**config.mk**
```make
export PLATFORM = sky130hd
export DESIGN_NAME = aer_regs_top
export DESIGN_NICKNAME = d
export VERILOG_FILES = /design/src/aer_hdr_log.v /design/src/aer_regs_top.v /design/src/aer_w1c_reg.v
export VERILOG_INCLUDE_DIRS = /design/src
export SDC_FILE = /design/constraint.sdc
export NUM_CORES = 1
export LEC_CHECK = 0
export ABC_AREA = 1
export BUFFER_PORTS_ARGS = -buffer_cell sky130_fd_sc_hd__buf_2
export CORE_MARGIN = 3
export CORE_UTILIZATION = 40
export CTS_CLUSTER_SIZE = 20
export DETAILED_ROUTE_END_ITERATION = 8
export GPL_ROUTABILITY_DRIVEN = 0
export MAX_ROUTING_LAYER = met4
export SYNTH_ARGS = -nofsm -noshare
export SYNTH_HDL_FRONTEND = slang
export SYNTH_HIERARCHICAL = 1
export SYNTH_SLANG_ARGS = --single-unit
```
**constraint.sdc**
```tcl
create_clock -name clk_in -period 2 [get_ports clk_in]
set_input_delay 0.4 -clock clk_in [delete_from_list [all_inputs] [get_ports clk_in]]
set_output_delay 0.4 -clock clk_in [all_outputs]
set_load 0.02 [all_outputs]
```
**src/aer_regs.vh**
```
// Register offsets, field layouts and reset values of the error reporting bank
`ifndef AER_REGS_VH
`define AER_REGS_VH
`define AER_OFS_UNC_STATUS 12'h104
`define AER_OFS_UNC_MASK   12'h108
`define AER_OFS_UNC_SEV    12'h10C
`define AER_OFS_COR_STATUS 12'h110
`define AER_OFS_COR_MASK   12'h114
`define AER_OFS_CAP_CTRL   12'h118
`define AER_OFS_HDR_LOG0   12'h11C
`define AER_OFS_HDR_LOG1   12'h120
`define AER_OFS_HDR_LOG2   12'h124
`define AER_OFS_HDR_LOG3   12'h128
`define AER_OFS_SEC_STATUS 12'h12C
`define AER_OFS_IRQ_STATUS 12'h140
`define AER_OFS_IRQ_MASK   12'h144
`define AER_UNC_VALID      32'h001FF011
`define AER_UNC_SEV_RESET  32'h00062011
`define AER_COR_VALID      32'h000011C1
`define AER_SEC_VALID      32'h00003FEF
`define AER_CAP_GEN_CAP    5
`define AER_CAP_GEN_EN     6
`define AER_CAP_CHK_CAP    7
`define AER_CAP_CHK_EN     8
`define AER_IRQ_UNC        0
`define AER_IRQ_COR        1
`define AER_IRQ_SEC        2
`define AER_IRQ_VALID      3'h7
`endif

```
**src/aer_hdr_log.v**
```verilog
// Sixteen-byte header log, four words with registered read data
module aer_hdr_log (
  input  wire         clk_in,
  input  wire         nrst_in,
  input  wire         load_in,
  input  wire [127:0] hdr_in,
  input  wire [1:0]   rd_idx_in,
  output reg  [31:0]  rd_data_out
);
  reg [31:0] mem_q [0:3];
  genvar g;
  // Byte 0 of the header arrives in hdr_in[127:120]; each word keeps its lowest byte on top
  generate
    for (g = 0; g < 4; g = g + 1) begin : g_word
      always @(posedge clk_in or negedge nrst_in) begin
        if (!nrst_in) begin
          mem_q[g] <= 32'h00000000;
        end else if (load_in) begin
          mem_q[g] <= hdr_in[127-32*g -: 32];
        end
      end
    end
  endgenerate
  always @(posedge clk_in or negedge nrst_in) begin
    if (!nrst_in) begin
      rd_data_out <= 32'h00000000;
    end else begin
      rd_data_out <= mem_q[rd_idx_in];
    end
  end
endmodule

```
**src/aer_regs_top.v**
```verilog
// Error reporting register bank with a classic Wishbone slave and an interrupt
//
// Overview of operation
// Uncorrectable status has sticky W1C flags at bits 0, 4, 12..20.
// Uncorrectable mask is RW, one bit per status flag, resets zero.
// Severity RW; bits 0,4,13,17,18 reset one, others zero.
// Correctable status has sticky W1C flags at bits 0, 6, 7, 8, 12.
// Correctable mask is RW at the same bits, resetting zero.
// First error pointer RO in 4:0; bits 5, 7 read one; enables 6, 8.
// Four header log words, lowest byte in bits 31:24, reset zero.
// Secondary status has W1C flags at bits 0..3 and 5..13.
// Secondary bits flag aborts, parity and system error assertions.
// Flags set on any detected error, whatever the mask says.
// First unmasked uncorrectable error loads pointer and header log.
//
// Local design decision: the Wishbone interface to the registers.
`include "aer_regs.vh"
module aer_regs_top (
  input  wire         clk_in,
  input  wire         nrst_in,
  input  wire         wb_cyc_in,
  input  wire         wb_stb_in,
  input  wire         wb_we_in,
  input  wire [11:0]  wb_adr_in,
  input  wire [3:0]   wb_sel_in,
  input  wire [31:0]  wb_dat_in,
  output reg  [31:0]  wb_dat_out,
  output reg          wb_ack_out,
  input  wire [31:0]  unc_err_in,
  input  wire [127:0] unc_hdr_in,
  input  wire [31:0]  cor_err_in,
  input  wire [31:0]  sec_err_in,
  output reg          ecrc_gen_en_out,
  output reg          ecrc_chk_en_out,
  output reg          irq_out
);
  // ------------------------------------------------------------
  // Bus decode
  // ------------------------------------------------------------
  wire        req;
  wire        wr_acc;
  wire [31:0] bmask;
  reg         phase_q;
  assign req    = wb_cyc_in & wb_stb_in & ~wb_ack_out;
  // Writes take effect in the ack cycle, once per access
  assign wr_acc = req & phase_q & wb_we_in;
  assign bmask  = {{8{wb_sel_in[3]}}, {8{wb_sel_in[2]}}, {8{wb_sel_in[1]}}, {8{wb_sel_in[0]}}};

  function hit;
    input [11:0] adr;
    input [11:0] ofs;
    begin
      hit = (adr[11:2] == ofs[11:2]);
    end
  endfunction

  function [31:0] merge;
    input [31:0] old;
    input [31:0] dat;
    input [31:0] msk;
    begin
      merge = (old & ~msk) | (dat & msk);
    end
  endfunction

  function [31:0] cap_word;
    input [4:0] ptr;
    input       gen;
    input       chk;
    begin
      cap_word                   = 32'h00000000;
      cap_word[4:0]              = ptr;
      cap_word[`AER_CAP_GEN_CAP] = 1'b1;
      cap_word[`AER_CAP_GEN_EN]  = gen;
      cap_word[`AER_CAP_CHK_CAP] = 1'b1;
      cap_word[`AER_CAP_CHK_EN]  = chk;
    end
  endfunction

  // ------------------------------------------------------------
  // Error inputs from the detectors, same clock domain
  // ------------------------------------------------------------
  wire [31:0] unc_set;
  wire [31:0] cor_set;
  wire [31:0] sec_set;
  assign unc_set = unc_err_in & `AER_UNC_VALID;
  assign cor_set = cor_err_in & `AER_COR_VALID;
  assign sec_set = sec_err_in & `AER_SEC_VALID;

  // ------------------------------------------------------------
  // Write strobes, one per writable register, high only in the cycle before the ack
  // ------------------------------------------------------------
  wire wr_unc_st;
  wire wr_unc_mask;
  wire wr_unc_sev;
  wire wr_cor_st;
  wire wr_cor_mask;
  wire wr_cap_ctrl;
  wire wr_sec_st;
  wire wr_irq_st;
  wire wr_irq_mask;
  assign wr_unc_st   = wr_acc & hit(wb_adr_in, `AER_OFS_UNC_STATUS);
  assign wr_unc_mask = wr_acc & hit(wb_adr_in, `AER_OFS_UNC_MASK);
  assign wr_unc_sev  = wr_acc & hit(wb_adr_in, `AER_OFS_UNC_SEV);
  assign wr_cor_st   = wr_acc & hit(wb_adr_in, `AER_OFS_COR_STATUS);
  assign wr_cor_mask = wr_acc & hit(wb_adr_in, `AER_OFS_COR_MASK);
  assign wr_cap_ctrl = wr_acc & hit(wb_adr_in, `AER_OFS_CAP_CTRL);
  assign wr_sec_st   = wr_acc & hit(wb_adr_in, `AER_OFS_SEC_STATUS);
  assign wr_irq_st   = wr_acc & hit(wb_adr_in, `AER_OFS_IRQ_STATUS);
  assign wr_irq_mask = wr_acc & hit(wb_adr_in, `AER_OFS_IRQ_MASK);

  // ------------------------------------------------------------
  // Status registers
  // ------------------------------------------------------------
  wire [31:0] unc_status;
  wire [31:0] cor_status;
  wire [31:0] sec_status;
  wire [31:0] unc_clr;
  wire [31:0] cor_clr;
  wire [31:0] sec_clr;
  // Clears honour the byte lanes, so a narrow write leaves other flags alone
  assign unc_clr = wr_unc_st ? (wb_dat_in & bmask) : 32'h00000000;
  assign cor_clr = wr_cor_st ? (wb_dat_in & bmask) : 32'h00000000;
  assign sec_clr = wr_sec_st ? (wb_dat_in & bmask) : 32'h00000000;

  aer_w1c_reg #(.VALID(`AER_UNC_VALID)) u_unc_status (
    .clk_in  (clk_in),
    .nrst_in (nrst_in),
    .set_in  (unc_set),
    .clr_in  (unc_clr),
    .q_out   (unc_status)
  );
  aer_w1c_reg #(.VALID(`AER_COR_VALID)) u_cor_status (
    .clk_in  (clk_in),
    .nrst_in (nrst_in),
    .set_in  (cor_set),
    .clr_in  (cor_clr),
    .q_out   (cor_status)
  );
  aer_w1c_reg #(.VALID(`AER_SEC_VALID)) u_sec_status (
    .clk_in  (clk_in),
    .nrst_in (nrst_in),
    .set_in  (sec_set),
    .clr_in  (sec_clr),
    .q_out   (sec_status)
  );

  // ------------------------------------------------------------
  // Mask, severity, control and interrupt registers
  // ------------------------------------------------------------
  reg  [31:0] unc_mask_q;
  reg  [31:0] unc_mask_d;
  reg  [31:0] unc_sev_q;
  reg  [31:0] unc_sev_d;
  reg  [31:0] cor_mask_q;
  reg  [31:0] cor_mask_d;
  reg         gen_en_d;
  reg         chk_en_d;
  reg  [4:0]  fep_q;
  reg  [4:0]  fep_d;
  reg         fep_valid_q;
  reg         fep_valid_d;
  reg  [2:0]  irq_status_q;
  reg  [2:0]  irq_mask_q;
  reg  [2:0]  irq_mask_d;
  wire [31:0] unc_unmasked;
  wire        first_load;
  reg  [4:0]  first_idx;
  integer     i;

  assign unc_unmasked = unc_set & ~unc_mask_q;
  // Pointer stays locked until software clears the status bit it names
  assign first_load = (|unc_unmasked) & ~fep_valid_q;

  // Lowest set bit wins when several errors arrive together
  always @* begin
    first_idx = 5'h00;
    for (i = 20; i >= 0; i = i - 1) begin
      if (unc_unmasked[i]) begin
        first_idx = i[4:0];
      end
    end
  end

  // Byte lanes apply independently; reserved bits never stick
  always @* begin
    unc_mask_d = unc_mask_q;
    unc_sev_d  = unc_sev_q;
    cor_mask_d = cor_mask_q;
    gen_en_d   = ecrc_gen_en_out;
    chk_en_d   = ecrc_chk_en_out;
    irq_mask_d = irq_mask_q;
    if (wr_unc_mask) begin
      unc_mask_d = merge(unc_mask_q, wb_dat_in, bmask) & `AER_UNC_VALID;
    end
    if (wr_unc_sev) begin
      unc_sev_d = merge(unc_sev_q, wb_dat_in, bmask) & `AER_UNC_VALID;
    end
    if (wr_cor_mask) begin
      cor_mask_d = merge(cor_mask_q, wb_dat_in, bmask) & `AER_COR_VALID;
    end
    if (wr_cap_ctrl && wb_sel_in[0]) begin
      gen_en_d = wb_dat_in[`AER_CAP_GEN_EN];
    end
    if (wr_cap_ctrl && wb_sel_in[1]) begin
      chk_en_d = wb_dat_in[`AER_CAP_CHK_EN];
    end
    if (wr_irq_mask && wb_sel_in[0]) begin
      irq_mask_d = wb_dat_in[2:0];
    end
  end

  // No separate sticky reset: nrst_in resets these with everything else, severity to AER_UNC_SEV_RESET
  always @(posedge clk_in or negedge nrst_in) begin
    if (!nrst_in) begin
      unc_mask_q      <= 32'h00000000;
      unc_sev_q       <= `AER_UNC_SEV_RESET;
      cor_mask_q      <= 32'h00000000;
      ecrc_gen_en_out <= 1'b0;
      ecrc_chk_en_out <= 1'b0;
      irq_mask_q      <= 3'h0;
    end else begin
      unc_mask_q      <= unc_mask_d;
      unc_sev_q       <= unc_sev_d;
      cor_mask_q      <= cor_mask_d;
      ecrc_gen_en_out <= gen_en_d;
      ecrc_chk_en_out <= chk_en_d;
      irq_mask_q      <= irq_mask_d;
    end
  end

  // An error arriving in the cycle that unlocks the pointer is not captured
  always @* begin
    fep_d       = fep_q;
    fep_valid_d = fep_valid_q;
    if (first_load) begin
      fep_d       = first_idx;
      fep_valid_d = 1'b1;
    end else if (fep_valid_q && !unc_status[fep_q]) begin
      fep_valid_d = 1'b0;
    end
  end

  always @(posedge clk_in or negedge nrst_in) begin
    if (!nrst_in) begin
      fep_q       <= 5'h00;
      fep_valid_q <= 1'b0;
    end else begin
      fep_q       <= fep_d;
      fep_valid_q <= fep_valid_d;
    end
  end

  // ------------------------------------------------------------
  // Interrupt: summary events, set wins over clear
  // ------------------------------------------------------------
  wire [2:0] irq_ev;
  wire [2:0] irq_clr;
  wire [2:0] irq_status_d;
  assign irq_ev  = {|sec_set, |(cor_set & ~cor_mask_q), |unc_unmasked};
  assign irq_clr = (wr_irq_st && wb_sel_in[0]) ? wb_dat_in[2:0] : 3'h0;
  // Line follows the next status, so a clear takes it low on the same edge that raises the ack
  assign irq_status_d = ((irq_status_q & ~irq_clr) | irq_ev) & `AER_IRQ_VALID;
  always @(posedge clk_in or negedge nrst_in) begin
    if (!nrst_in) begin
      irq_status_q <= 3'h0;
      irq_out      <= 1'b0;
    end else begin
      irq_status_q <= irq_status_d;
      irq_out      <= |(irq_status_d & irq_mask_q);
    end
  end

  // ------------------------------------------------------------
  // Header log
  // ------------------------------------------------------------
  wire [31:0] hdr_rd;
  wire        hdr_sel;
  wire [1:0]  hdr_idx;
  // Only the four log words; the secondary status word shares their address row
  assign hdr_sel = hit(wb_adr_in, `AER_OFS_HDR_LOG0) | hit(wb_adr_in, `AER_OFS_HDR_LOG1) |
                   hit(wb_adr_in, `AER_OFS_HDR_LOG2) | hit(wb_adr_in, `AER_OFS_HDR_LOG3);
  // The first log word sits in the last slot of its row, so the index wraps from 3 to 0
  assign hdr_idx = wb_adr_in[3:2] + 2'b01;
  aer_hdr_log u_hdr_log (
    .clk_in      (clk_in),
    .nrst_in     (nrst_in),
    .load_in     (first_load),
    .hdr_in      (unc_hdr_in),
    .rd_idx_in   (hdr_idx),
    .rd_data_out (hdr_rd)
  );

  // ------------------------------------------------------------
  // Read mux and ack: two-cycle answer, data registered
  // ------------------------------------------------------------
  reg [31:0] rd_mux;
  always @* begin
    rd_mux = 32'h00000000;
    if (hit(wb_adr_in, `AER_OFS_UNC_STATUS)) begin
      rd_mux = unc_status;
    end else if (hit(wb_adr_in, `AER_OFS_UNC_MASK)) begin
      rd_mux = unc_mask_q;
    end else if (hit(wb_adr_in, `AER_OFS_UNC_SEV)) begin
      rd_mux = unc_sev_q;
    end else if (hit(wb_adr_in, `AER_OFS_COR_STATUS)) begin
      rd_mux = cor_status;
    end else if (hit(wb_adr_in, `AER_OFS_COR_MASK)) begin
      rd_mux = cor_mask_q;
    end else if (hit(wb_adr_in, `AER_OFS_CAP_CTRL)) begin
      rd_mux = cap_word(fep_q, ecrc_gen_en_out, ecrc_chk_en_out);
    end else if (hdr_sel) begin
      rd_mux = hdr_rd;
    end else if (hit(wb_adr_in, `AER_OFS_SEC_STATUS)) begin
      rd_mux = sec_status;
    end else if (hit(wb_adr_in, `AER_OFS_IRQ_STATUS)) begin
      rd_mux[2:0] = irq_status_q;
    end else if (hit(wb_adr_in, `AER_OFS_IRQ_MASK)) begin
      rd_mux[2:0] = irq_mask_q;
    end
  end

  // First cycle lets the header log read register settle
  reg         phase_d;
  reg         ack_d;
  reg  [31:0] dat_d;
  // Unmapped addresses still answer, reading zero, so a stray access never hangs
  always @* begin
    phase_d = 1'b0;
    ack_d   = 1'b0;
    dat_d   = wb_dat_out;
    if (req && !phase_q) begin
      phase_d = 1'b1;
    end else if (req && phase_q) begin
      ack_d = 1'b1;
      dat_d = wb_we_in ? 32'h00000000 : rd_mux;
    end
  end

  always @(posedge clk_in or negedge nrst_in) begin
    if (!nrst_in) begin
      phase_q    <= 1'b0;
      wb_ack_out <= 1'b0;
      wb_dat_out <= 32'h00000000;
    end else begin
      phase_q    <= phase_d;
      wb_ack_out <= ack_d;
      wb_dat_out <= dat_d;
    end
  end
endmodule

```
**src/aer_w1c_reg.v**
```verilog
// Sticky write-one-to-clear flag register where a new event wins over the clear
module aer_w1c_reg #(
  parameter [31:0] VALID = 32'h00000000
) (
  input  wire        clk_in,
  input  wire        nrst_in,
  input  wire [31:0] set_in,
  input  wire [31:0] clr_in,
  output wire [31:0] q_out
);
  reg [31:0] q_q;
  wire [31:0] q_d;
  assign q_d = ((q_q & ~clr_in) | set_in) & VALID;
  assign q_out = q_q;
  always @(posedge clk_in or negedge nrst_in) begin
    if (!nrst_in) begin
      q_q <= 32'h00000000;
    end else begin
      q_q <= q_d;
    end
  end
endmodule
```
==> metrics.cfg <==
[pwr]
p_switching_uw = 6110
seq_power_share_pct = 39.3
p_int_uw = 12700
swShare_pct = 32.5
clockPowerShare_pct = 33.3
power_density_nw_per_um2 = 1080
power.total_uw = 18800
vdd_ir_drop_max_uv = 729
leakagePower_uw = 0.00921
pwr-share-comb_pct = 27.5

[synth]
yosysWarnings = 6
avgSynthCellArea_um2 = 7.65
mappedNetlistArea_um2 = 14400
netlist_instances = 1881

[route]
drt_iter0_markers = 689
avgRoutedWirePerCell_um = 15.6
drc = 0
num_vias = 12300
viasPerCell = 4.71
drt_pass1_iterations = 5
drt-total-wl_um = 40700
drtAntennaViolNets = 0

[timing]
clock-skew-final_ns = 0.0116
tightestPinTransition_ns = 0.777
tns_ns = 0
setup_viol = 0
final.setup.worst_slack_ns = 0.0976
finalHoldViolations = 0
slew-limit-headroom_pct = 48.2
grt_setup_unrepaired = yes
min_period_ns = 1.90
whs_ns = 0.0505
drv_slew = 0
fmax_mhz = 526
fin_crit_sh_pct = 95.1

[cts]
clock-root-buffer = clkbuf_16
htreeDepth = 1
cts_tree = built
insertion_delay_ns = 0.55
clkTransAtPathRegs_ns = 0.06
cts_buffers = 31
cts_buffer_depth = 3
cts.sinks = 265
postCtsSetupBuffers = 0

[worst_setup_path]
rrSetupSlack_ns = 0.1
slowest_stage = dfrtp_1
arrival_ns = 2.32
crit_fanout = 43
worstReg2RegEnd = u_hdr_log/mem_q[30]
crit_chain = inv_1, nand2_1, o21ai_1, nor3_2, inv_1, nor2_1, inv_1, nand2_2, inv_8, buf_12, nand2_1, o21ai_0
setup.worst_path.end_class = flip-flop
start_kind = flip-flop
slowest_delay_ns = 0.34
worstSetupPathType = reg -> reg
crit_path_frequent_cell = inv_1
rr_worst_depth = 12
cp.required_ns = 2.42

[floorplanning]
rows = 68
start_util_pct = 41.1
die_x_um = 196
ioPinCount = 313
dieHeight_um = 196
coreArea_um2 = 35000
die_area_um2 = 38300

[global_routing]
grt_max_degree = 69
grt_first_pass_wirelength_um = 65100
antenna_found_initial = 0
overflow = 0
grt.total_usage_pct = 21.7
grt_pass1_vias = 12300

[layout]
drive_gt1_share_pct = 24.1
nets = 2420
nFillCells = 3453
area_delta_synth_final_pct = 20.6
final_cell_count_no_fill = 2618
n_antenna_cell = 0

[placement]
dp_slack_ns = -0.156
port_buffers = 231
dp.cells = 2560
dpl.hpwl_um = 30200

[hold_path]
hp-class = in -> reg
holdCritStartpoint = unc_hdr_in[26]
min_to = u_hdr_log/mem_q[26]
hold_path_depth = 3

[run_status]
status = finished, final reports clean

[flow_run]
cap_viol_max_count = 0

==> per-stage QoR <==
step | area (µm²) | util [%]
after floorplan | 14600 | -
after global placement | 16200 | 46.3
after detailed placement | 16200 | 46.3
after CTS | 17300 | 49.6
after global routing | 17400 | 49.6
final | 17400 | 49.6
==> power by group through the flow <==
| stage | registers [µW] | logic (µW) | clock network [µW] |
|---|---|---|---|
| after global placement | 7460 | 5050 | 0 |
| after detailed placement | 7490 | 5160 | 0 |
| after floorplan | 7340 | 3890 | 0 |
| after global routing | 7560 | 5960 | 6650 |
| final | 7390 | 5170 | 6260 |
| after CTS | 7400 | 5210 | 6430 |
==> routing by layer <==
layer | share of wire, % | global-route usage, % | up-vias
met5 | 0 | - | -
met4 | 2.0 | 5.10 | 0
met3 | 6.2 | 2.99 | 55
met2 | 45 | 33.4 | 354
met1 | 46 | 30.6 | 5696
li1 | - | - | 6229
==> layout make-up <==
class | instances | area [µm²] | area share [%]
clock buffer | 41 | 873 | 5.03
clock inverter | 16 | 272 | 1.56
sequential | 265 | 6640 | 38.2
tap | 455 | 569 | 3.28
multi-input combinational | 1239 | 5890 | 34.0
timing repair buffer | 317 | 2030 | 11.7
inverter | 285 | 1080 | 6.23
==> worst max path at each step <==
stage                        start                  end  depth (start not counted)
floorplan           unc_err_in[18]   u_hdr_log/mem_q[0]                         14
CTS                      flip-flop  u_hdr_log/mem_q[30]                         12
global route             flip-flop  u_hdr_log/mem_q[88]                         12
global placement      wb_adr_in[3]        wb_dat_out[7]                         14
finish                   flip-flop  u_hdr_log/mem_q[30]                         12
detailed placement    wb_adr_in[3]        wb_dat_out[8]                         14
==> placed cells by master, fill, tap and decap left out, types with 10 or more instances in the layout <==
cell type,count
inv_2,15
inv_1,266
o21ai_1,23
nand3_1,106
buf_4,68
o21ai_0,148
a21oi_2,10
o211ai_1,13
nand2_2,43
nor2_1,61
dfrtp_1,260
buf_12,17
clkbuf_16,31
nand2_1,608
buf_2,230
a21oi_1,38
conb_1,67
o22ai_1,11
o21ai_2,40
==> critical path: cells and delay by family, from the launching register on <==
family / cells / cell delay (ns)
compound gates: 2 / 0.21
simple gates: 5 / 0.65
buf+inv: 5 / 0.52
flops: 1 / 0.34
==> what timing repair did <==
action                                  in CTS  in global routing
pin swaps                                    1                  1
hold buffers                                 1                  0
endpoints found under the setup margin       1                134
gates resized for setup                      0                  6
endpoints found under the hold margin       19                  0
(Power assumes the default switching activity.)
